===== config.mk =====
export PLATFORM = sky130hd
export DESIGN_NAME = rfti_top
export DESIGN_NICKNAME = d
export VERILOG_FILES = /design/src/rfti_pkg.sv /design/src/rfti_tally.sv /design/src/rfti_top.sv
export SDC_FILE = /design/constraint.sdc
export NUM_CORES = 1
export LEC_CHECK = 0
export BUFFER_PORTS_ARGS = -buffer_cell sky130_fd_sc_hd__buf_2
export CORE_ASPECT_RATIO = 1.75
export CORE_UTILIZATION = 50
export CTS_CLUSTER_SIZE = 40
export DETAILED_ROUTE_END_ITERATION = 12
export PLACE_DENSITY = 0.66
export SLEW_MARGIN = 5
export SYNTH_ARGS = -nofsm -noshare
export SYNTH_HDL_FRONTEND = slang
export SYNTH_SLANG_ARGS = --single-unit
export TNS_END_PERCENT = 20

===== constraint.sdc =====
create_clock -name clk -period 2.3 [get_ports clk]
set_input_delay 0.23 -clock clk [delete_from_list [all_inputs] [get_ports clk]]
set_output_delay 0.23 -clock clk [all_outputs]
set_load 0.01 [all_outputs]

===== src/rfti_pkg.sv =====
// Behaviour
// - latch six crc msbs after last dest bit
// - one-hot decode picks one of 64 bits
// - multicast accepted only if chosen bit set
// - bit n in register n/8, position n%8
// - three 8-bit tallies, halt at 192
// - tally read returns count then clears
// - alignment tally counts accepted misaligned packets
// - crc tally counts accepted crc-error packets
// - lost tally counts packets lacking buffers
// - monitor mode: lost tally counts accepted packets
// - loopback port holds last eight bytes, reads advance
// - collision count zero when no collision
// - excessive collisions set abort, count reads zero
// - setting transmit-go clears collision count
// - reset sets documented command, flag, config bits
// - halted until a command write clears halt or sets start: no packet accepted or sent, hash filter still sets mc_accept_reg, lost tally still counts no_buffer
// - tally msb setting raises interrupt flag
// - loop select codes 00,01,10,11
package rfti_pkg;
  // ==================== command bits
  localparam int CMD_HALT = 0;
  localparam int CMD_RUN = 1;
  localparam int CMD_TXGO = 2;
  localparam int CMD_ABORT = 5;
  localparam int CMD_PAGE = 6;
  localparam logic [7:0] CMD_RESET = 8'h21;
  // ==================== other bit positions and reset values
  localparam int FLAG_RST = 7;
  localparam int FLAG_TALLY = 5;
  localparam logic [7:0] FLAGS_RESET = 8'h80;
  localparam logic [7:0] DCFG_RESET = 8'h08;
  localparam int LOOP_LO = 1;
  localparam int LOOP_HI = 2;
  localparam int RCFG_MONITOR = 5;
  localparam int TSR_COL = 2;
  localparam int TSR_ABT = 3;
  localparam logic [7:0] TALLY_MAX = 8'hc0;
  localparam logic [3:0] NCOL_MAX = 4'hf;
  // ==================== crc
  localparam logic [31:0] CRC_POLY = 32'h04c11db7;
  localparam logic [31:0] CRC_INIT = 32'hffffffff;
  localparam int HASH_LSB = 26;
  // ==================== register offsets, page 0
  localparam logic [3:0] OFS_CMD = 4'h0;
  localparam logic [3:0] OFS_TSR = 4'h4;
  localparam logic [3:0] OFS_NCOL = 4'h5;
  localparam logic [3:0] OFS_LBPORT = 4'h6;
  localparam logic [3:0] OFS_FLAGS = 4'h7;
  localparam logic [3:0] OFS_RCFG = 4'hc;
  localparam logic [3:0] OFS_TALLY_A = 4'hd;
  localparam logic [3:0] OFS_TALLY_C = 4'he;
  localparam logic [3:0] OFS_TALLY_L = 4'hf;
  localparam logic [3:0] OFS_TCFG = 4'hd;
  localparam logic [3:0] OFS_DCFG = 4'he;
  localparam logic [3:0] OFS_MASK = 4'hf;
  // ==================== page 1: filter registers at 8..15
  localparam logic [3:0] OFS_FILTER = 4'h8;
  localparam logic [1:0] PAGE0 = 2'h0;
  localparam logic [1:0] PAGE1 = 2'h1;
  typedef enum logic [1:0] {
    RFTI_NORMAL = 2'h0,
    RFTI_LOOP_CTRL = 2'h1,
    RFTI_LOOP_CODEC = 2'h2,
    RFTI_LOOP_HUB = 2'h3
  } rfti_loop_t;
endpackage : rfti_pkg


===== src/rfti_tally.sv =====
`timescale 1ns/1ps
`default_nettype none
module rfti_tally (
  input wire logic clk,
  input wire logic resetn,
  input wire logic inc,
  input wire logic rd_clr,
  output logic [7:0] count_reg,
  output logic msb_rise_reg
);
  import rfti_pkg::*;
  logic [7:0] count_next;
  logic msb_rise_next;

  always_comb begin
    count_next = count_reg;
    if (rd_clr) begin
      // an event in the read cycle is kept, not lost
      count_next = inc ? 8'h01 : 8'h00;
    end else if (inc && count_reg < TALLY_MAX) begin
      count_next = count_reg + 8'h01;
    end
    msb_rise_next = count_next[7] && !count_reg[7];
  end

  always_ff @(posedge clk or negedge resetn) begin
    if (!resetn) begin
      count_reg <= 8'h00;
      msb_rise_reg <= 1'b0;
    end else begin
      count_reg <= count_next;
      msb_rise_reg <= msb_rise_next;
    end
  end
endmodule : rfti_tally
`default_nettype wire


===== src/rfti_top.sv =====
`timescale 1ns/1ps
`default_nettype none
module rfti_top (
  input wire logic clk,
  input wire logic resetn,
  // host register port
  input wire logic [3:0] reg_addr,
  input wire logic reg_wr,
  input wire logic reg_rd,
  input wire logic [7:0] reg_wdata,
  output logic [7:0] reg_rdata_reg,
  // receive path
  input wire logic frame_start,
  input wire logic da_bit_valid,
  input wire logic da_bit,
  input wire logic da_last,
  input wire logic pkt_done,
  input wire logic addr_match,
  input wire logic align_err,
  input wire logic crc_err,
  input wire logic no_buffer,
  // loopback bytes and transmit events
  input wire logic lb_byte_valid,
  input wire logic [7:0] lb_byte,
  input wire logic tx_collision,
  input wire logic tx_excess,
  input wire logic tx_done,
  // status out
  output logic mc_valid_reg,
  output logic mc_accept_reg,
  output logic halted_reg,
  output logic transmit_go_reg,
  output var rfti_pkg::rfti_loop_t loop_mode_reg
);
  import rfti_pkg::*;

  // ==================== control registers
  logic [7:0] command_reg, command_next;
  logic [7:0] interrupt_flags_reg, interrupt_flags_next;
  logic [7:0] interrupt_enable_mask_reg, interrupt_enable_mask_next;
  logic [7:0] data_config_reg, data_config_next;
  logic [7:0] tx_config_reg, tx_config_next;
  logic [7:0] rx_config_reg, rx_config_next;
  logic [63:0] hash_filter_bits_reg, hash_filter_bits_next;
  logic [1:0] page;
  logic wr0, wr1, rd0;
  logic [2:0] msb_rise;

  assign page = command_reg[CMD_PAGE +: 2];
  assign wr0 = reg_wr && page == PAGE0;
  assign wr1 = reg_wr && page == PAGE1;
  assign rd0 = reg_rd && page == PAGE0;

  always_comb begin
    command_next = command_reg;
    interrupt_flags_next = interrupt_flags_reg;
    interrupt_enable_mask_next = interrupt_enable_mask_reg;
    data_config_next = data_config_reg;
    tx_config_next = tx_config_reg;
    rx_config_next = rx_config_reg;
    hash_filter_bits_next = hash_filter_bits_reg;
    if (tx_done) begin
      command_next[CMD_TXGO] = 1'b0;
    end
    if (reg_wr && reg_addr == OFS_CMD) begin
      command_next = reg_wdata;
      // the start command leaves the halted state
      if (reg_wdata[CMD_RUN]) begin
        command_next[CMD_HALT] = 1'b0;
      end
      // transmit-go cannot be withdrawn by a write of zero
      if (command_reg[CMD_TXGO]) begin
        command_next[CMD_TXGO] = 1'b1;
      end
    end
    if (wr0) begin
      unique case (reg_addr)
        OFS_FLAGS: interrupt_flags_next = interrupt_flags_reg & ~reg_wdata;
        OFS_RCFG: rx_config_next = reg_wdata;
        OFS_TCFG: tx_config_next = reg_wdata;
        OFS_DCFG: data_config_next = reg_wdata;
        OFS_MASK: interrupt_enable_mask_next = reg_wdata;
        default: begin
        end
      endcase
    end
    if (wr1 && reg_addr >= OFS_FILTER) begin
      hash_filter_bits_next[{reg_addr[2:0], 3'h0} +: 8] = reg_wdata;
    end
    // hardware set wins over a same-cycle clear
    if (|msb_rise) begin
      interrupt_flags_next[FLAG_TALLY] = 1'b1;
    end
  end

  always_ff @(posedge clk or negedge resetn) begin
    if (!resetn) begin
      command_reg <= CMD_RESET;
      interrupt_flags_reg <= FLAGS_RESET;
      interrupt_enable_mask_reg <= 8'h00;
      data_config_reg <= DCFG_RESET;
      tx_config_reg <= 8'h00;
      rx_config_reg <= 8'h00;
      hash_filter_bits_reg <= 64'h0;
    end else begin
      command_reg <= command_next;
      interrupt_flags_reg <= interrupt_flags_next;
      interrupt_enable_mask_reg <= interrupt_enable_mask_next;
      data_config_reg <= data_config_next;
      tx_config_reg <= tx_config_next;
      rx_config_reg <= rx_config_next;
      hash_filter_bits_reg <= hash_filter_bits_next;
    end
  end

  // ==================== multicast hash filter
  logic [31:0] crc_reg, crc_next, crc_step;
  logic first_reg, first_next;
  logic group_reg, group_next;
  logic [5:0] hash_reg, hash_next;
  logic mc_valid_next, mc_accept_next;
  logic [63:0] hash_onehot;

  always_comb begin
    crc_step = {crc_reg[30:0], 1'b0} ^ ((crc_reg[31] ^ da_bit) ? CRC_POLY : 32'h0);
    crc_next = crc_reg;
    first_next = first_reg;
    group_next = group_reg;
    hash_next = hash_reg;
    mc_valid_next = 1'b0;
    if (frame_start) begin
      crc_next = CRC_INIT;
      first_next = 1'b1;
    end else if (da_bit_valid) begin
      crc_next = crc_step;
      first_next = 1'b0;
      if (first_reg) begin
        group_next = da_bit;
      end
      if (da_last) begin
        hash_next = crc_step[HASH_LSB +: 6];
        mc_valid_next = group_reg;
      end
    end
    hash_onehot = 64'h1 << hash_reg;
    mc_accept_next = mc_valid_reg ? |(hash_onehot & hash_filter_bits_reg)
      : mc_accept_reg;
  end

  always_ff @(posedge clk or negedge resetn) begin
    if (!resetn) begin
      crc_reg <= CRC_INIT;
      first_reg <= 1'b1;
      group_reg <= 1'b0;
      hash_reg <= 6'h0;
      mc_valid_reg <= 1'b0;
      mc_accept_reg <= 1'b0;
    end else begin
      crc_reg <= crc_next;
      first_reg <= first_next;
      group_reg <= group_next;
      hash_reg <= hash_next;
      mc_valid_reg <= mc_valid_next;
      mc_accept_reg <= mc_accept_next;
    end
  end

  // ==================== tally counters
  logic [2:0] tally_inc, tally_rd;
  logic [7:0] alignment_error_tally, crc_error_tally, lost_frame_tally;
  logic accepted;

  always_comb begin
    accepted = pkt_done && addr_match && !halted_reg;
    tally_inc[0] = accepted && align_err;
    tally_inc[1] = accepted && crc_err;
    tally_inc[2] = rx_config_reg[RCFG_MONITOR] ? accepted : no_buffer;
    tally_rd[0] = rd0 && reg_addr == OFS_TALLY_A;
    tally_rd[1] = rd0 && reg_addr == OFS_TALLY_C;
    tally_rd[2] = rd0 && reg_addr == OFS_TALLY_L;
  end

  rfti_tally u_align (.clk(clk), .resetn(resetn), .inc(tally_inc[0]), .rd_clr(tally_rd[0]),
    .count_reg(alignment_error_tally), .msb_rise_reg(msb_rise[0]));
  rfti_tally u_crc (.clk(clk), .resetn(resetn), .inc(tally_inc[1]), .rd_clr(tally_rd[1]),
    .count_reg(crc_error_tally), .msb_rise_reg(msb_rise[1]));
  rfti_tally u_lost (.clk(clk), .resetn(resetn), .inc(tally_inc[2]), .rd_clr(tally_rd[2]),
    .count_reg(lost_frame_tally), .msb_rise_reg(msb_rise[2]));

  // ==================== loopback byte port
  logic [7:0] lb_mem_reg [8];
  logic [7:0] lb_mem_next [8];
  logic [2:0] lb_wp_reg, lb_wp_next, lb_rp_reg, lb_rp_next;
  logic lb_rd;

  always_comb begin
    lb_mem_next = lb_mem_reg;
    lb_wp_next = lb_wp_reg;
    lb_rp_next = lb_rp_reg;
    lb_rd = rd0 && reg_addr == OFS_LBPORT;
    if (lb_byte_valid) begin
      // ring overwrites oldest, so the last eight bytes remain
      lb_mem_next[lb_wp_reg] = lb_byte;
      lb_wp_next = lb_wp_reg + 3'h1;
      lb_rp_next = lb_wp_reg + 3'h1;
    end else if (lb_rd) begin
      lb_rp_next = lb_rp_reg + 3'h1;
    end
  end

  always_ff @(posedge clk or negedge resetn) begin
    if (!resetn) begin
      lb_mem_reg <= '{default: 8'h00};
      lb_wp_reg <= 3'h0;
      lb_rp_reg <= 3'h0;
    end else begin
      lb_mem_reg <= lb_mem_next;
      lb_wp_reg <= lb_wp_next;
      lb_rp_reg <= lb_rp_next;
    end
  end

  // ==================== collisions and transmit status
  logic [3:0] collision_count_reg, collision_count_next;
  logic [7:0] tx_status_reg, tx_status_next;
  logic txgo_set;

  always_comb begin
    txgo_set = reg_wr && reg_addr == OFS_CMD && reg_wdata[CMD_TXGO];
    collision_count_next = collision_count_reg;
    tx_status_next = tx_status_reg;
    if (txgo_set) begin
      collision_count_next = 4'h0;
      tx_status_next = 8'h00;
    end else if (tx_excess) begin
      tx_status_next[TSR_ABT] = 1'b1;
      collision_count_next = 4'h0;
    end else if (tx_collision) begin
      tx_status_next[TSR_COL] = 1'b1;
      if (collision_count_reg != NCOL_MAX) begin
        collision_count_next = collision_count_reg + 4'h1;
      end
    end
  end

  always_ff @(posedge clk or negedge resetn) begin
    if (!resetn) begin
      collision_count_reg <= 4'h0;
      tx_status_reg <= 8'h00;
    end else begin
      collision_count_reg <= collision_count_next;
      tx_status_reg <= tx_status_next;
    end
  end

  // ==================== read mux and status outputs
  logic [7:0] rdata_next;

  always_comb begin
    rdata_next = 8'h00;
    if (reg_rd && reg_addr == OFS_CMD) begin
      rdata_next = command_reg;
    end else if (reg_rd && page == PAGE1 && reg_addr >= OFS_FILTER) begin
      rdata_next = hash_filter_bits_reg[{reg_addr[2:0], 3'h0} +: 8];
    end else if (rd0) begin
      unique case (reg_addr)
        OFS_TSR: rdata_next = tx_status_reg;
        OFS_NCOL: rdata_next = {4'h0, collision_count_reg};
        OFS_LBPORT: rdata_next = lb_mem_reg[lb_rp_reg];
        OFS_FLAGS: rdata_next = interrupt_flags_reg;
        OFS_TALLY_A: rdata_next = alignment_error_tally;
        OFS_TALLY_C: rdata_next = crc_error_tally;
        OFS_TALLY_L: rdata_next = lost_frame_tally;
        default: rdata_next = 8'h00;
      endcase
    end
  end

  always_ff @(posedge clk or negedge resetn) begin
    if (!resetn) begin
      reg_rdata_reg <= 8'h00;
      halted_reg <= 1'b1;
      transmit_go_reg <= 1'b0;
      loop_mode_reg <= RFTI_NORMAL;
    end else begin
      reg_rdata_reg <= rdata_next;
      halted_reg <= command_next[CMD_HALT];
      transmit_go_reg <= command_next[CMD_TXGO] && !command_next[CMD_HALT];
      loop_mode_reg <= rfti_loop_t'({tx_config_next[LOOP_HI], tx_config_next[LOOP_LO]});
    end
  end
endmodule : rfti_top
`default_nettype wire


## Yosys cells after proc, flatten, opt, wreduce, memory -nomap -nowiden

Cells that the tools add are included.

| storage, ports and cells | value |
|---|---|
| register bits after elaboration | 243 |
| bits of input ports | 37 |
| output and inout port bits | 14 |
| word-level logic and storage cells | 174 |

| operators by class | value |
|---|---|
| $add $sub $neg | 7 |
| magnitude comparators | 7 |
| eq/ne operators | 11 |
| shift operators | 4 |
| muxes and demuxes | 46 |
| bitwise operators | 8 |
| reduce and logical (&&, ||, !) cells | 53 |

Operators by type and width:

| cell | number |
|---|---|
| $bwmux W64 | 2 |
| $mux W8 | 12 |
| $and A64 B64 Y64 | 1 |
| $mux W32 | 2 |
| $reduce_or A64 Y1 | 1 |
| $shift A8 B8 Y64 const A | 1 |
| $shiftx A64 B7 Y8 | 1 |
| $shiftx A8 B8 Y64 | 1 |
| $shl A1 B6 Y64 const A | 1 |
| $pmux W8 S7 | 1 |
| $xor A32 B27 Y32 | 1 |
| $mux W27 | 1 |
| $logic_and A1 B1 Y1 | 25 |
| $add A8 B1 Y8 const B | 3 |
| $bmux W8 S3 | 1 |
| $demux W8 S3 | 1 |
| $lt A8 B8 Y1 const B | 3 |
| $reduce_bool A2 Y1 | 9 |
| $eq A4 B3 Y1 const B | 4 |
| $eq A4 B4 Y1 const B | 4 |
| $mux W1 | 16 |
| $mux W4 | 4 |
| $ge A4 B4 Y1 const B | 3 |
| $mux W6 | 2 |
| other kinds (21) | 36 |

## Depth between registers and ports, before layout

| depth | value |
|---|---|
| depth in word-level cells | 8 |
| gate-level depth with buffers | 11 |

## Cells and area by module

A second synthesis with hierarchy kept.

| unflattened totals | value |
|---|---|
| cells, all modules | 1049 |
| area total of the unflattened synthesis | 11981.5 um2 |

By module, submodules not included:

| module | times used | cells an instance | area each (um2) | seq. area each (um2) |
|---|---|---|---|---|
| rfti_top | 1 | 914 | 10570.1 | 5300.1 |
| rfti_tally | 3 | 45 | 470.5 | 225.2 |

## Least setup slack after synthesis

No wires, ideal clock.

| timing | value |
|---|---|
| path type | input to register |
| start | input reg_addr[1] |
| end | register hash_filter_bits_reg[56] |
| setup time | 125 ps |
| arrival | 2289 ps |
| setup slack | -114 ps |
| cell stages on the path | 9 |
| path buffers | 2 |
| cell sequence | buf_2 -> buf_2 -> inv_1 -> ha_1 -> ha_1 -> inv_1 -> nand4_2 -> nor4_4 -> mux2_2 |

| on the way | value |
|---|---|
| longest elaborated chain between the ends | 3 |

Ends and longest elaborated chain:

| what | line | source |
|---|---|---|
| start: declaration | rfti_top.sv:7 | `input wire logic [3:0] reg_addr,` |
| $neg A6 Y8 | rfti_top.sv:88 | `hash_filter_bits_next[{reg_addr[2:0], 3'h0} +: 8] = reg_wdata;` |
| $shiftx A8 B8 Y64 or $shift A8 B8 Y64 (tied branches) | rfti_top.sv:88 |  |
| $bwmux W64 | rfti_top.sv:88 |  |
| end signal: assignment | rfti_top.sv:112 | `hash_filter_bits_reg <= hash_filter_bits_next;` |
| end: declaration | rfti_top.sv:44 | `logic [63:0] hash_filter_bits_reg, hash_filter_bits_next;` |

Several ways; a longest one is shown, not always the timed one.
A chain may end at the register's enable or synchronous reset.

## Final worst setup path

| timing | value |
|---|---|
| start | register hash_reg[4] |
| end | register mc_accept_reg |

| on the way | value |
|---|---|
| longest elaborated chain between the ends | 3 |

Ends and longest elaborated chain:

| what | line | source |
|---|---|---|
| start: declaration | rfti_top.sv:120 | `logic [5:0] hash_reg, hash_next;` |
| start signal: assignment | rfti_top.sv:162 | `hash_reg <= hash_next;` |
| $shl A1 B6 Y64 | rfti_top.sv:145 | `hash_onehot = 64'h1 << hash_reg;` |
| $and A64 B64 Y64 | rfti_top.sv:146 | `mc_accept_next = mc_valid_reg ? \|(hash_onehot & hash_filter_bits_reg)` |
| $reduce_or A64 Y1 | rfti_top.sv:146 |  |
| end signal: assignment | rfti_top.sv:164 | `mc_accept_reg <= mc_accept_next;` |
| end: declaration | rfti_top.sv:30 | `output logic mc_accept_reg,` |

No other way between the ends.

==> flow_summary.ini <==
[run_status]
status = finished, final reports clean

[logic_synthesis]
yosysUniqueCellTypes = 70
netlist_area_mm2 = 0.0118
synth_top_flop_cell = dfrtp_1
synth_fp_nets = 1031
post-synth-top-area-fraction_pct = 42.5
synth_edf_count = 0
synth_area_per_cell_um2 = 12.0
synth_area_leaders = dfrtp_1 (42%), mux2_2 (12%), dfstp_2 (8.0%), mux4_2 (6.3%), nand2_1 (2.5%)
synth-seq-cells = 237
synth_top_cell_by_area = dfrtp_1
synthCells = 983
synth-async-reset-ratio_pct = 100
yosysWarningCount = 0
seq_area_frac_synth_pct = 50.5

[timing]
final-hold-violation-count = 0
postLayoutSetupSlackWorst_ps = 264
drv_slew = 0
skew_ps = 7.64
layout_worst_path_cycle_share_pct = 88.5
grt_setup_unrepaired = false
hold_ws_ps = 42.0
setup_viol = 0
max_freq_ghz = 0.491
setup_tns_ps = 0
relSlewSlack_pct = 34.4
worst_pin_slew_ps = 980
period_minus_slack_ps = 2040

[clock_network]
cts_tree = yes
post_cts_buffers = 0
cts_inserted_buffers = 23
cts_buffer_depth = 3
clkSinkCount = 237
root_buffer = clkbuf_16
htreeDepth = 1
cts_resized = 0
clkTransAtPathRegs_ps = 70
clk_latency_ps = 520

[routing]
wire_per_inst_um = 21.2
via_count = 8192
ant_nets = 0
drt-initial-drc-count = 539
viasPerCell = 5.93
route.detailed.drc = 0
totalWireLength_um = 29300
drt_first_pass_iters = 5

[layout]
nets = 1110
diodes = 0
drive_gt1_share_pct = 32.7
layout_commonest_cell = dfrtp_1
final_core_utilization_pct = 58.3
final_cell_mix = dfrtp_1 (201), mux2_2 (122), nand2_1 (78), nor2_1 (63), buf_2 (49)
area_growth_pct = 14.9
final_area_mm2 = 0.0136

[floorplan]
initial_core_util_pct = 50.8
std_cell_rows = 74
num_io_pins = 51
coreArea_mm2 = 0.0233
die_area_mm2 = 0.0243
die_x_um = 118
die_y_um = 206

[setup_path]
cp_data_required_time_ps = 2700
endpoint = mc_accept_reg$_DFFE_PN0P_
critPathMaxFanout = 16
ff2ff_setup_slack_ps = 260
r2r-end = mc_accept_reg$_DFFE_PN0P_
crit_type = flop to flop
cp-end-kind = flop
rr_startpoint = hash_reg[4]$_DFFE_PN0P_
crit_path_start_kind = flop
startpoint = hash_reg[4]$_DFFE_PN0P_
ff2ff_path_depth = 7
crit_arrival_ps = 2430

[global_route]
overflow = 0
grt_pass1_vias = 8310
grt_max_degree = 78
grt_util_all_layers_pct = 25.0
grt_pass1_wl_um = 46800
antenna_found_initial = 0

[pwr]
ir_drop_mv = 0.614
power_frac_clock_pct = 32.0
power_density_mw_per_mm2 = 995
p_comb_share_pct = 24.0
power_leakage_uw = 0.00599
p_switching_uw = 3890
internal_power_uw = 9650
power_frac_seq_pct = 44.0
sw_frac_of_total_pct = 28.7

[placed_design]
dp_hpwl_um = 20500
gp_congestion = 0.906
pre_cts_ws_ps = 98.6
port_buffers = 50
placed_area_mm2 = 0.0127

[worst_hold_path]
hp-class = primary input to flop

[run]
drv_cap = 0
==> final cells by class <==
class	instances	area, um2
fill	1979	9720
sequential	237	5980
multi-input combinational	676	5560
timing repair buffer	108	761
clock buffer	31	666
tap	304	380
clock inverter	10	203
inverter	16	60.1
==> per-stage QoR <==
step	total power (uW)	cells
2_1_floorplan	8200	983
3_3_place_gp	9160	1335
3_5_place_dp	9290	1335
4_1_cts	13700	1382
5_1_grt	14200	1382
6_report	13500	1382
==> power groups by stage <==
| stage | logic [uW] | clock network [uW] | registers, uW |
|---|---|---|---|
| CTS | 3290 | 4420 | 5950 |
| finish | 3250 | 4330 | 5960 |
| detailed placement | 3270 | 0 | 6020 |
| global route | 3550 | 4550 | 6090 |
| floorplan | 2550 | 0 | 5650 |
| global placement | 3180 | 0 | 5980 |
==> repair_timing <==
| item | in CTS | in global routing |
|---|---|---|
| hold buffers | 6 | 0 |
| endpoints found under the setup margin | 0 | 0 |
| hold endpoints to repair | 75 | 0 |
==> per-layer routing <==
metal | track usage, % | up-vias | part of all wire [%]
li1 | - | 3758 | -
met1 | 30.0 | 4143 | 40
met2 | 43.8 | 206 | 52
met3 | 2.77 | 85 | 3.4
met4 | 13.7 | 0 | 5.5
met5 | 0 | - | 0
==> critical path: stages (launching register included) <==
cell and delay [ps]:
dfrtp_1 550, buf_4 280, mux2i_1 220, nor4bb_1 90, o21ai_0 250, o221ai_1 170
o32ai_1 270, a31oi_1 70
==> cell families after synthesis <==
group | share of synthesized area [%]
muxes | 20.5
buffers and inverters | 2.64
and+or+nand+nor | 13.1
xor gates and xnor gates | 2.73
DFF | 50.5
AOI/OAI and AO/OA | 9.43
adders and majority gates | 1.16
==> worst min-delay path by stage <==
stage	slack, ps	start	end	depth (start not counted)
floorplan	-70	resetn	collision_count_reg[0]$_DFFE_PN0P_	0
global placement	260	resetn	u_align.count_reg[6]$_DFFE_PN0P_	1
detailed placement	260	resetn	u_align.count_reg[6]$_DFFE_PN0P_	1
CTS	10	reg_wdata[6]	interrupt_flags_reg[6]$_DFFE_PN0P_	2
global route	50	reg_wdata[7]	interrupt_flags_reg[7]$_DFFE_PN1P_	2
finish	40	align_err	u_align.count_reg[0]$_DFFE_PN0P_	3
==> cell usage after synthesis (3+ instances only) <==
master,instances
a211o_1,32
a21boi_0,7
a21o_1,3
a21oi_1,31
a222oi_1,6
a22oi_1,7
a31oi_1,10
and2_1,14
and3_1,7
and4b_1,4
buf_2,25
clkbuf_1,25
dfrtp_1,201
dfstp_2,36
ha_1,11
inv_1,14
mux2_1,3
mux2_2,122
mux2i_1,28
mux4_2,33
nand2_1,78
nand2b_1,5
nand3_1,18
nand3b_1,5
nand4_1,15
nand4b_1,5
nor2_1,63
nor2b_1,24
nor3_1,9
nor3_2,3
nor3b_1,7
nor3b_2,3
nor4_1,3
o21ai_0,26
o21ai_1,15
o221ai_1,10
xnor2_1,5
xor2_1,30
No activity file was read; power rests on OpenSTA's default activity.
